--- src/verilog/qlg_pkg.sv ---
package qlg_pkg;

  localparam int CNT_W = 24;
  localparam int STEP_W = 16;

  // ----------------------------------------
  // register map
  // ----------------------------------------
  localparam logic [7:0] OFF_MODE_LO = 8'h00;
  localparam logic [7:0] OFF_UPPER = 8'h04;
  localparam logic [7:0] OFF_STEP = 8'h08;
  localparam logic [7:0] OFF_STATUS = 8'h0C;

  localparam int B_EDGE4X = 24;
  localparam int B_DIR_LO = 25;
  localparam int B_INTV = 27;
  localparam int B_NOREAQ = 28;
  localparam int B_DUAL = 29;
  localparam int B_STEPSEL = 30;
  localparam int B_SYSCLR = 31;
  localparam int B_CLRM_LO = 24;
  localparam int B_VISCLR = 26;
  localparam int B_STEPN_LO = 16;
  localparam int B_PHA = 24;
  localparam int B_PHB = 25;
  localparam int B_DIRUP = 26;
  localparam int B_INTV_IN = 27;
  localparam int B_NEWLN = 28;

  localparam logic [CNT_W-1:0] RST_LIMIT = 24'h000000;
  localparam logic [STEP_W-1:0] RST_STEPN = 16'h0001;

  localparam logic [1:0] DIR_BOTH = 2'h0;
  localparam logic [1:0] DIR_POS = 2'h1;
  localparam logic [1:0] DIR_NEG = 2'h2;
  localparam logic [1:0] CLRM_AUTO = 2'h1;

  typedef struct packed {
    logic valid;
    logic up;
    logic phase_a;
    logic phase_b;
  } qlg_step_s;

endpackage

--- src/verilog/qlg_edge_decode.sv ---
module qlg_edge_decode (
  input wire logic clk_sys,
  input wire logic resetn,
  input wire logic phase_a,
  input wire logic phase_b,
  input wire logic dual_phase,
  input wire logic edge4x,
  output qlg_pkg::qlg_step_s step
);

  typedef struct packed {
    logic a_meta;
    logic a_sync;
    logic a_prev;
    logic b_meta;
    logic b_sync;
    logic b_prev;
    logic valid;
    logic up;
  } qlg_dec_s;

  qlg_dec_s q;
  qlg_dec_s d;

  always_comb begin
    logic a_chg;
    logic b_chg;
    logic a_rise;
    logic b_rise;
    a_chg = q.a_sync ^ q.a_prev;
    b_chg = q.b_sync ^ q.b_prev;
    a_rise = a_chg & q.a_sync;
    b_rise = b_chg & q.b_sync;
    d = q;
    d.a_meta = phase_a;
    d.a_sync = q.a_meta;
    d.a_prev = q.a_sync;
    d.b_meta = phase_b;
    d.b_sync = q.b_meta;
    d.b_prev = q.b_sync;
    d.up = 1'b1;
    if (!dual_phase) begin
      d.valid = edge4x ? a_chg : a_rise;
    end else if (edge4x) begin
      // both phases moving at once is a glitch, not a step
      d.valid = a_chg ^ b_chg;
      d.up = a_chg ? (q.a_sync != q.b_sync) : (q.a_sync == q.b_sync);
    end else begin
      d.valid = a_rise ^ b_rise;
      d.up = a_rise ? ~q.b_sync : q.a_sync;
    end
  end

  always_ff @(posedge clk_sys or negedge resetn) begin
    if (!resetn) begin
      q <= '0;
    end else begin
      q <= d;
    end
  end

  assign step.valid = q.valid;
  assign step.up = q.up;
  assign step.phase_a = q.a_sync;
  assign step.phase_b = q.b_sync;

endmodule // qlg_edge_decode

--- src/verilog/qlg_line_gate.sv ---
// The register addresses and the plain strobed port were chosen for this implementation.
module qlg_line_gate (
  input wire logic CLK_SYS,
  input wire logic RESETN,
  input wire logic PHASE_A,
  input wire logic PHASE_B,
  input wire logic NORM_TRIG,
  input wire logic [7:0] REG_ADDR,
  input wire logic [31:0] REG_WDATA,
  input wire logic REG_WR,
  input wire logic REG_RD,
  output logic [31:0] REG_RDATA,
  output logic LINE_TRIG,
  output logic ACQ_TRIG
);

  localparam int W = qlg_pkg::CNT_W;

  typedef struct packed {
    logic [W-1:0] lower;
    logic edge4x;
    logic [1:0] dir_sel;
    logic intv_en;
    logic nore_en;
    logic dual;
    logic step_sel;
    logic [W-1:0] upper;
    logic [1:0] clr_mode;
    logic [qlg_pkg::STEP_W-1:0] step_n;
    logic [W-1:0] count;
    logic dir_up;
    logic in_intv;
    logic new_line;
    logic vis_valid;
    logic [W-1:0] vis_min;
    logic [W-1:0] vis_max;
    logic [qlg_pkg::STEP_W-1:0] step_cnt;
    logic line;
    logic acq_trig;
    logic trig_meta;
    logic trig_sync;
    logic [31:0] rdata;
  } qlg_top_s;

  qlg_top_s q;
  qlg_top_s d;
  qlg_pkg::qlg_step_s step;

  // ----------------------------------------
  // helpers
  // ----------------------------------------
  function automatic logic dir_ok(input logic [1:0] sel, input logic up);
    case (sel)
      qlg_pkg::DIR_BOTH: dir_ok = 1'b1;
      qlg_pkg::DIR_POS: dir_ok = up;
      qlg_pkg::DIR_NEG: dir_ok = ~up;
      default: dir_ok = 1'b0;
    endcase
  endfunction

  function automatic logic inside_lim(input logic [W-1:0] v,
      input logic [W-1:0] lo, input logic [W-1:0] hi);
    inside_lim = (v >= lo) && (v <= hi);
  endfunction

  // visited span is kept signed so that backing up past zero stays contiguous
  function automatic logic is_novel(input logic [W-1:0] v, input logic empty,
      input logic [W-1:0] mn, input logic [W-1:0] mx);
    is_novel = empty || ($signed(v) > $signed(mx)) || ($signed(v) < $signed(mn));
  endfunction

  // ----------------------------------------
  // encoder input decode
  // ----------------------------------------
  qlg_edge_decode u_dec (
    .clk_sys(CLK_SYS),
    .resetn(RESETN),
    .phase_a(PHASE_A),
    .phase_b(PHASE_B),
    .dual_phase(q.dual),
    .edge4x(q.edge4x),
    .step(step)
  );

  // ----------------------------------------
  // next-state logic
  // ----------------------------------------
  logic sys_clr;
  logic vis_clr;
  logic [W-1:0] nc;
  logic nc_in;
  logic nc_novel;
  logic vis_empty;
  logic gate;
  logic leave;
  logic fire;

  always_comb begin
    logic [qlg_pkg::STEP_W-1:0] cnt_inc;
    cnt_inc = q.step_cnt + 16'h0001;
    d = q;
    d.line = 1'b0;
    d.acq_trig = 1'b0;
    d.rdata = 32'h00000000;
    d.trig_meta = NORM_TRIG;
    d.trig_sync = q.trig_meta;

    sys_clr = REG_WR && (REG_ADDR == qlg_pkg::OFF_MODE_LO) && REG_WDATA[qlg_pkg::B_SYSCLR];
    vis_clr = REG_WR && (REG_ADDR == qlg_pkg::OFF_UPPER) && REG_WDATA[qlg_pkg::B_VISCLR];

    nc = step.up ? q.count + 24'h000001 : q.count - 24'h000001;
    nc_in = inside_lim(nc, q.lower, q.upper);
    vis_empty = ~q.vis_valid | vis_clr;
    nc_novel = is_novel(nc, vis_empty, q.vis_min, q.vis_max);

    gate = dir_ok(q.dir_sel, step.up);
    gate = gate && (!q.intv_en || nc_in);
    gate = gate && (!q.nore_en || nc_novel);

    case (q.dir_sel)
      qlg_pkg::DIR_POS: leave = nc > q.upper;
      qlg_pkg::DIR_NEG: leave = nc < q.lower;
      default: leave = !nc_in;
    endcase

    // ----------------------------------------
    // register writes
    // ----------------------------------------
    if (REG_WR) begin
      case (REG_ADDR)
        qlg_pkg::OFF_MODE_LO: begin
          d.lower = REG_WDATA[W-1:0];
          d.edge4x = REG_WDATA[qlg_pkg::B_EDGE4X];
          d.dir_sel = REG_WDATA[qlg_pkg::B_DIR_LO +: 2];
          d.intv_en = REG_WDATA[qlg_pkg::B_INTV];
          d.nore_en = REG_WDATA[qlg_pkg::B_NOREAQ];
          d.dual = REG_WDATA[qlg_pkg::B_DUAL];
          d.step_sel = REG_WDATA[qlg_pkg::B_STEPSEL];
        end
        qlg_pkg::OFF_UPPER: begin
          d.upper = REG_WDATA[W-1:0];
          d.clr_mode = REG_WDATA[qlg_pkg::B_CLRM_LO +: 2];
        end
        qlg_pkg::OFF_STEP: begin
          d.step_n = REG_WDATA[qlg_pkg::B_STEPN_LO +: qlg_pkg::STEP_W];
        end
        default: begin
        end
      endcase
    end

    // ----------------------------------------
    // position and visited record
    // ----------------------------------------
    // record held until cleared
    if (vis_clr) begin
      d.vis_valid = 1'b0;
    end
    if (step.valid) begin
      d.count = nc;
      d.dir_up = step.up;
      d.in_intv = nc_in;
      d.new_line = nc_novel;
      d.line = gate;
      d.vis_valid = 1'b1;
      if (vis_empty) begin
        d.vis_min = nc;
        d.vis_max = nc;
      end else if ($signed(nc) > $signed(q.vis_max)) begin
        d.vis_max = nc;
      end else if ($signed(nc) < $signed(q.vis_min)) begin
        d.vis_min = nc;
      end
      if (q.clr_mode == qlg_pkg::CLRM_AUTO && leave) begin
        d.vis_valid = 1'b0;
      end
    end

    // ----------------------------------------
    // scan step
    // ----------------------------------------
    // a step count of zero behaves like one: every gated line fires
    fire = 1'b0;
    if (q.line) begin
      if (cnt_inc >= q.step_n) begin
        fire = 1'b1;
        d.step_cnt = 16'h0000;
      end else begin
        d.step_cnt = cnt_inc;
      end
    end
    d.acq_trig = q.step_sel ? fire : q.trig_sync;

    if (sys_clr) begin
      d.count = 24'h000000;
      d.vis_valid = 1'b0;
      d.step_cnt = 16'h0000;
      d.line = 1'b0;
      d.in_intv = 1'b0;
      d.new_line = 1'b1;
      d.dir_up = 1'b1;
    end

    // ----------------------------------------
    // register reads
    // ----------------------------------------
    if (REG_RD) begin
      case (REG_ADDR)
        qlg_pkg::OFF_MODE_LO: begin
          d.rdata = {1'b0, q.step_sel, q.dual, q.nore_en, q.intv_en,
                     q.dir_sel, q.edge4x, q.lower};
        end
        qlg_pkg::OFF_UPPER: begin
          d.rdata = {6'h00, q.clr_mode, q.upper};
        end
        qlg_pkg::OFF_STEP: begin
          d.rdata = {q.step_n, q.step_cnt};
        end
        qlg_pkg::OFF_STATUS: begin
          d.rdata = {3'h0, q.new_line, q.in_intv, q.dir_up,
                     step.phase_b, step.phase_a, q.count};
        end
        default: begin
          d.rdata = 32'h00000000;
        end
      endcase
    end
  end

  always_ff @(posedge CLK_SYS or negedge RESETN) begin
    if (!RESETN) begin
      q <= '0;
      q.lower <= qlg_pkg::RST_LIMIT;
      q.upper <= qlg_pkg::RST_LIMIT;
      q.step_n <= qlg_pkg::RST_STEPN;
      q.dir_up <= 1'b1;
      q.new_line <= 1'b1;
    end else begin
      q <= d;
    end
  end

  assign REG_RDATA = q.rdata;
  assign LINE_TRIG = q.line;
  assign ACQ_TRIG = q.acq_trig;

  logic cnt_fire_ok;
  assign cnt_fire_ok = (q.step_cnt + 16'h0001) >= q.step_n && !sys_clr;
endmodule // qlg_line_gate

--- config.mk ---
export PLATFORM = sky130hd
export DESIGN_NAME = qlg_line_gate
export DESIGN_NICKNAME = d
export VERILOG_FILES = /design/src/verilog/qlg_pkg.sv /design/src/verilog/qlg_edge_decode.sv /design/src/verilog/qlg_line_gate.sv
export SDC_FILE = /design/constraint.sdc
export NUM_CORES = 1
export LEC_CHECK = 0
export ABC_AREA = 1
export BUFFER_PORTS_ARGS = -buffer_cell sky130_fd_sc_hd__buf_2
export CORE_MARGIN = 2
export CORE_UTILIZATION = 69
export CTS_BUF_LIST = sky130_fd_sc_hd__clkbuf_4 sky130_fd_sc_hd__clkbuf_8
export DETAILED_ROUTE_END_ITERATION = 6
export PLACE_DENSITY = 0.9
export SETUP_SLACK_MARGIN = 0.3
export SLEW_MARGIN = 20
export SYNTH_ARGS = -nofsm -noshare
export SYNTH_HDL_FRONTEND = slang
export SYNTH_SLANG_ARGS = --single-unit
--- constraint.sdc ---
create_clock -name CLK_SYS -period 7.2 [get_ports CLK_SYS]
set_clock_uncertainty 0.1 [all_clocks]
set_input_delay 0.36 -clock CLK_SYS [delete_from_list [all_inputs] [get_ports CLK_SYS]]
set_output_delay 0.36 -clock CLK_SYS [all_outputs]
set_load 0.02 [all_outputs]
==> results_tabular.tex <==
\begin{tabular}{lr}
\hline
Metric & Value \\
\hline
\multicolumn{2}{l}{\textbf{GRT}} \\
\quad Met2 usage in global routing & roughly 62\% \\
\quad Met1 usage in global routing & 47.2\% \\
\quad Largest net degree at the start of global routing & 78 \\
\quad Met3 Use GR & 6.24\% \\
\quad Number of antenna violations at the first check in global routing & 0 \\
\quad First-pass GRT wire length & 59700 um \\
\quad Busiest layer in global routing & met2 \\
\quad GR Util All Layers & 37.3\% \\
\quad Leftover overflow at the end of global routing & 0 \\
\quad Via count of the first global-routing pass & 12102 \\
\multicolumn{2}{l}{\textbf{Timing}} \\
\quad Min Clock Period, post-route & 5.62 ns \\
\quad Final Hold Violating Endpoints & 1 \\
\quad Slew Limit Fails & 0 \\
\quad Worst-Margin Slew & 1.00 ns \\
\quad Slew margin rel. & 32.9\% \\
\quad Worst hold slack after final layout & -0.00176 ns \\
\quad Number of failing setup endpoints in the final timing report & 0 \\
\quad Timing-limited maximum frequency & between 150 and 200 MHz \\
\quad Final sum of negative setup slack & 0 ns \\
\quad Setup repair after global routing missed its margin & no \\
\quad Part of the cycle the worst path needs & between 70\% and 80\% \\
\multicolumn{2}{l}{\textbf{Routing}} \\
\quad Vias per inst & a little under 6 \\
\quad Iteration-0 DRC count of the detailed router & roughly 1100 \\
\quad Detail Route Antenna Nets & 0 \\
\quad Mean routed wirelength per cell & 18.2 um \\
\quad DR pass1 iterations & 5 \\
\quad Routed wire length & 37800 um \\
\quad Count of unresolved DRC violations after routing & 0 \\
\quad Via total after detailed routing & 12343 \\
\multicolumn{2}{l}{\textbf{Worst hold path}} \\
\quad Destination of the worst hold path & q[150] \\
\quad Startpoint of the most critical hold path & REG\_WDATA[4] \\
\quad Hold Crit Depth & 3 \\
\quad Tightest Hold Check Type & primary input to register \\
\multicolumn{2}{l}{\textbf{Cells and area}} \\
\quad Ant. Diodes & 0 \\
\quad Number of nets in the finished design & 1981 \\
\quad Proportion of layout cells with a drive suffix above 1 & 9.30\% \\
\quad Area added between synthesis and finish & 9.69\% \\
\multicolumn{2}{l}{\textbf{Critical path}} \\
\quad CP startpoint kind & register \\
\quad Number of cells on the worst reg-to-reg path & 20 \\
\quad Required time of the worst setup path & 7.56 ns \\
\quad Cell repeated most along the worst path & sky130\_fd\_sc\_hd\_\_nand2\_1 \\
\quad CP Cell Sequence & inv\_1 -> ha\_1 -> nand2\_1 -> o21ai\_0 -> nand2\_1 -> nand2\_1 -> nand3\_1 -> nand2\_1 -> xor2\_1 -> ha\_1 -> a21o\_1 -> nor2\_1 -> nand2\_1 -> a21oi\_1 -> nand2\_1 -> nand2\_1 -> nand3\_2 -> nand3\_4 -> nand2\_1 -> nand2\_1 \\
\quad Type of element capturing the critical path & register \\
\quad CP Max Fanout & 26 \\
\quad Slowest stage cell, crit path & sky130\_fd\_sc\_hd\_\_xor2\_1 \\
\quad Beginning of the worst register-to-register path & u\_dec.step[2] \\
\quad Delay of the slowest cell on the worst path & 0.76 ns \\
\quad Endpoint of the worst-slack reg-to-reg timing path & q[80] \\
\quad Critical Setup Path Class & register to register \\
\quad Worst EP arrival & approximately 6 ns \\
\quad Worst setup slack for register-to-register paths & 1.58 ns \\
\multicolumn{2}{l}{\textbf{Yosys}} \\
\quad Cell Area, Synth & 13400 um\^{}2 \\
\quad Mean Syn Cell Area & 7.74 um\^{}2 \\
\quad Mapped Cells & 1728 \\
\quad Post-synth EDFFs & 0 \\
\quad Dominant synthesized flop cell & sky130\_fd\_sc\_hd\_\_dfrtp\_1 \\
\quad Share of the synthesized area in the top cell type & 38.5\% \\
\quad Register bit count reported by yosys & between 200 and 250 \\
\quad Number of distinct standard cells referenced by the synthesized netlist & 44 \\
\quad Nets in the synthesized netlist & 1914 \\
\quad Cell type with the highest aggregate area in the netlist & sky130\_fd\_sc\_hd\_\_dfrtp\_1 \\
\quad Fraction of registers with async set or reset after synthesis & 100\% \\
\quad Top area cells in the synthesized netlist & sky130\_fd\_sc\_hd\_\_dfrtp\_1, sky130\_fd\_sc\_hd\_\_ha\_1, sky130\_fd\_sc\_hd\_\_nand2\_1, sky130\_fd\_sc\_hd\_\_inv\_1, sky130\_fd\_sc\_hd\_\_o21ai\_0 \\
\quad Synthesis Warnings & 0 \\
\quad Sequential share of the synthesized area & between 30\% and 40\% \\
\multicolumn{2}{l}{\textbf{Pwr}} \\
\quad Total Power & between 4 and 5 mW \\
\quad Worst IR Drop VDD & 0.000246 V \\
\quad Static Leak & 7.80 nW \\
\quad Total power density per cell area & 326 nW/um\^{}2 \\
\multicolumn{2}{l}{\textbf{Placed design}} \\
\quad Gpl congestion & between 0.9 and 1 \\
\quad Port bufs & 80 \\
\quad Half-perimeter wire length after detailed placement & 26400 um \\
\multicolumn{2}{l}{\textbf{Run status}} \\
\quad Failing checks & hold timing \\
\quad Status & finished with violations \\
\multicolumn{2}{l}{\textbf{Die}} \\
\quad Initial standard-cell utilization of the core & 70.8\% \\
\quad Die outline height & 143 um \\
\quad Total die area & between 20000 and 25000 um\^{}2 \\
\quad X dimension of the die & about 140 um \\
\quad Area of the core & between 15000 and 20000 um\^{}2 \\
\quad Number of placed I/O pins & $\sim$80 \\
\quad Rows & 50 \\
\multicolumn{2}{l}{\textbf{Flow run}} \\
\quad Max-cap viol count & 0 \\
\multicolumn{2}{l}{\textbf{CTS}} \\
\quad Number of clock buffers inserted by TritonCTS & 36 \\
\quad Maximum level of the CTS H-tree & 2 \\
\quad Number of buffers inserted to repair setup after CTS & 0 \\
\quad Worst skew pair latency & roughly 0.55 ns \\
\quad CTS tree & done \\
\quad Total clock sinks & around 210 \\
\quad Clock Path Buffers & 3 \\
\quad Cell at the root of the clock tree & sky130\_fd\_sc\_hd\_\_clkbuf\_8 \\
\quad Clock slew seen by the registers of the worst setup and hold paths & 0.06 ns \\
\hline
\end{tabular}
## power breakdown
| part | leakage [nW] | internal (mW) | switching (mW) |
|---|---|---|---|
| Clock | 0.395 | 0.623 | 0.494 |
| Combinational | 4.59 | 0.698 | 1.47 |
| Sequential | 2.82 | 1.36 | 0.131 |
## repair_timing
action / CTS / global route
endpoints found under the hold margin: 98 / 0
resized for setup: 0 / 0
hold buffers: 19 / 0
## Yosys cell counts, drive strengths merged (2+ instances only)
cell	instances
nand2	455
inv	286
dfrtp	206
ha	138
o21ai	130
nor2	88
a21oi	78
nand3	67
nand4	54
buf	44
clkbuf	38
o22ai	34
xor2	29
a221oi	25
nor3	12
nor4	5
o21bai	5
a21o	4
o21a	4
xnor2	4
a21boi	3
dfstp	3
o211ai	3
o221ai	3
o31ai	2
## state kept, by name, indices dropped and copies added (netlist names)
register    flops
ACQ_TRIG        1
LINE_TRIG       1
REG_RDATA      32
d               1
q             166
u_dec.d         2
u_dec.q         2
u_dec.step      4
## critical path, delay by kind of cell, from the launching register on
family	cells	cell delay [ns]
XOR/XNOR	1	0.76
flip-flops	1	0.38
AO/OA/AOI/OAI	3	0.89
adder cells (fa/ha/maj)	2	0.73
buffers and inverters	1	0.66
AND/OR/NAND/NOR	13	1.99
## metal layers
metal	share of wire, %	vias up
met5	0	-
met4	5.6	0
met3	8.1	168
met2	47	608
met1	39	5823
li1	-	5744
## area by class of cell
class,count,area [um^2]
Tap cell,260,325
Clock buffer,57,709
Fill cell,1326,4220
Inverter,287,1080
Sequential cell,209,5230
Clock inverter,4,23.8
Multi-Input combinational cell,1150,6610
Timing Repair Buffer,111,689
## worst max path at each step
stage | depth (start not counted) | slack (ns) | from | endpoint
after floorplan | 25 | 3.32 | u_dec.step[2] | q[55]
after global placement | 21 | 1.89 | u_dec.step[2] | q[63]
after detailed placement | 21 | 1.74 | u_dec.step[2] | q[56]
after CTS | 21 | 1.72 | u_dec.step[2] | q[56]
after global routing | 20 | 1.06 | u_dec.step[2] | q[80]
final | 20 | 1.58 | u_dec.step[2] | q[80]
## cell families after synthesis
| group | share of synthesized area (%) |
|---|---|
| AOI/OAI and AO/OA | 12.5 |
| xor gates and xnor gates | 2.16 |
| adders and majority gates | 13.1 |
| buffers and inverters | 11.5 |
| DFF | 39.1 |
| muxes | 0.0842 |
| and+or+nand+nor | 21.6 |
## per-stage QoR
step	hold slack, ns	area [um^2]	setup slack [ns]	utilization [%]	instances
6_report	-0.00176	14700	1.58	77.7	2078
5_1_grt	0.0278	14700	1.06	77.7	2078
4_1_cts	0.00109	14700	1.72	77.6	2078
3_5_place_dp	0.242	13700	1.74	72.7	1998
3_3_place_gp	0.234	13700	1.89	72.7	1998
2_1_floorplan	-0.0356	13400	3.32	-	1728
## layout by cell type, fill, tap and decap left out, types with 19 or more instances in the layout
cell,instances
sky130_fd_sc_hd__nand2_1,451
sky130_fd_sc_hd__inv_1,284
sky130_fd_sc_hd__dfrtp_1,206
sky130_fd_sc_hd__ha_1,138
sky130_fd_sc_hd__o21ai_0,129
sky130_fd_sc_hd__nor2_1,88
sky130_fd_sc_hd__buf_2,79
sky130_fd_sc_hd__a21oi_1,78
sky130_fd_sc_hd__nand3_1,64
sky130_fd_sc_hd__nand4_1,54
sky130_fd_sc_hd__clkbuf_8,46
sky130_fd_sc_hd__o22ai_1,34
sky130_fd_sc_hd__xor2_1,29
sky130_fd_sc_hd__a221oi_1,25
sky130_fd_sc_hd__dlygate4sd3_1,19
Power figures use the tool's default switching activity.
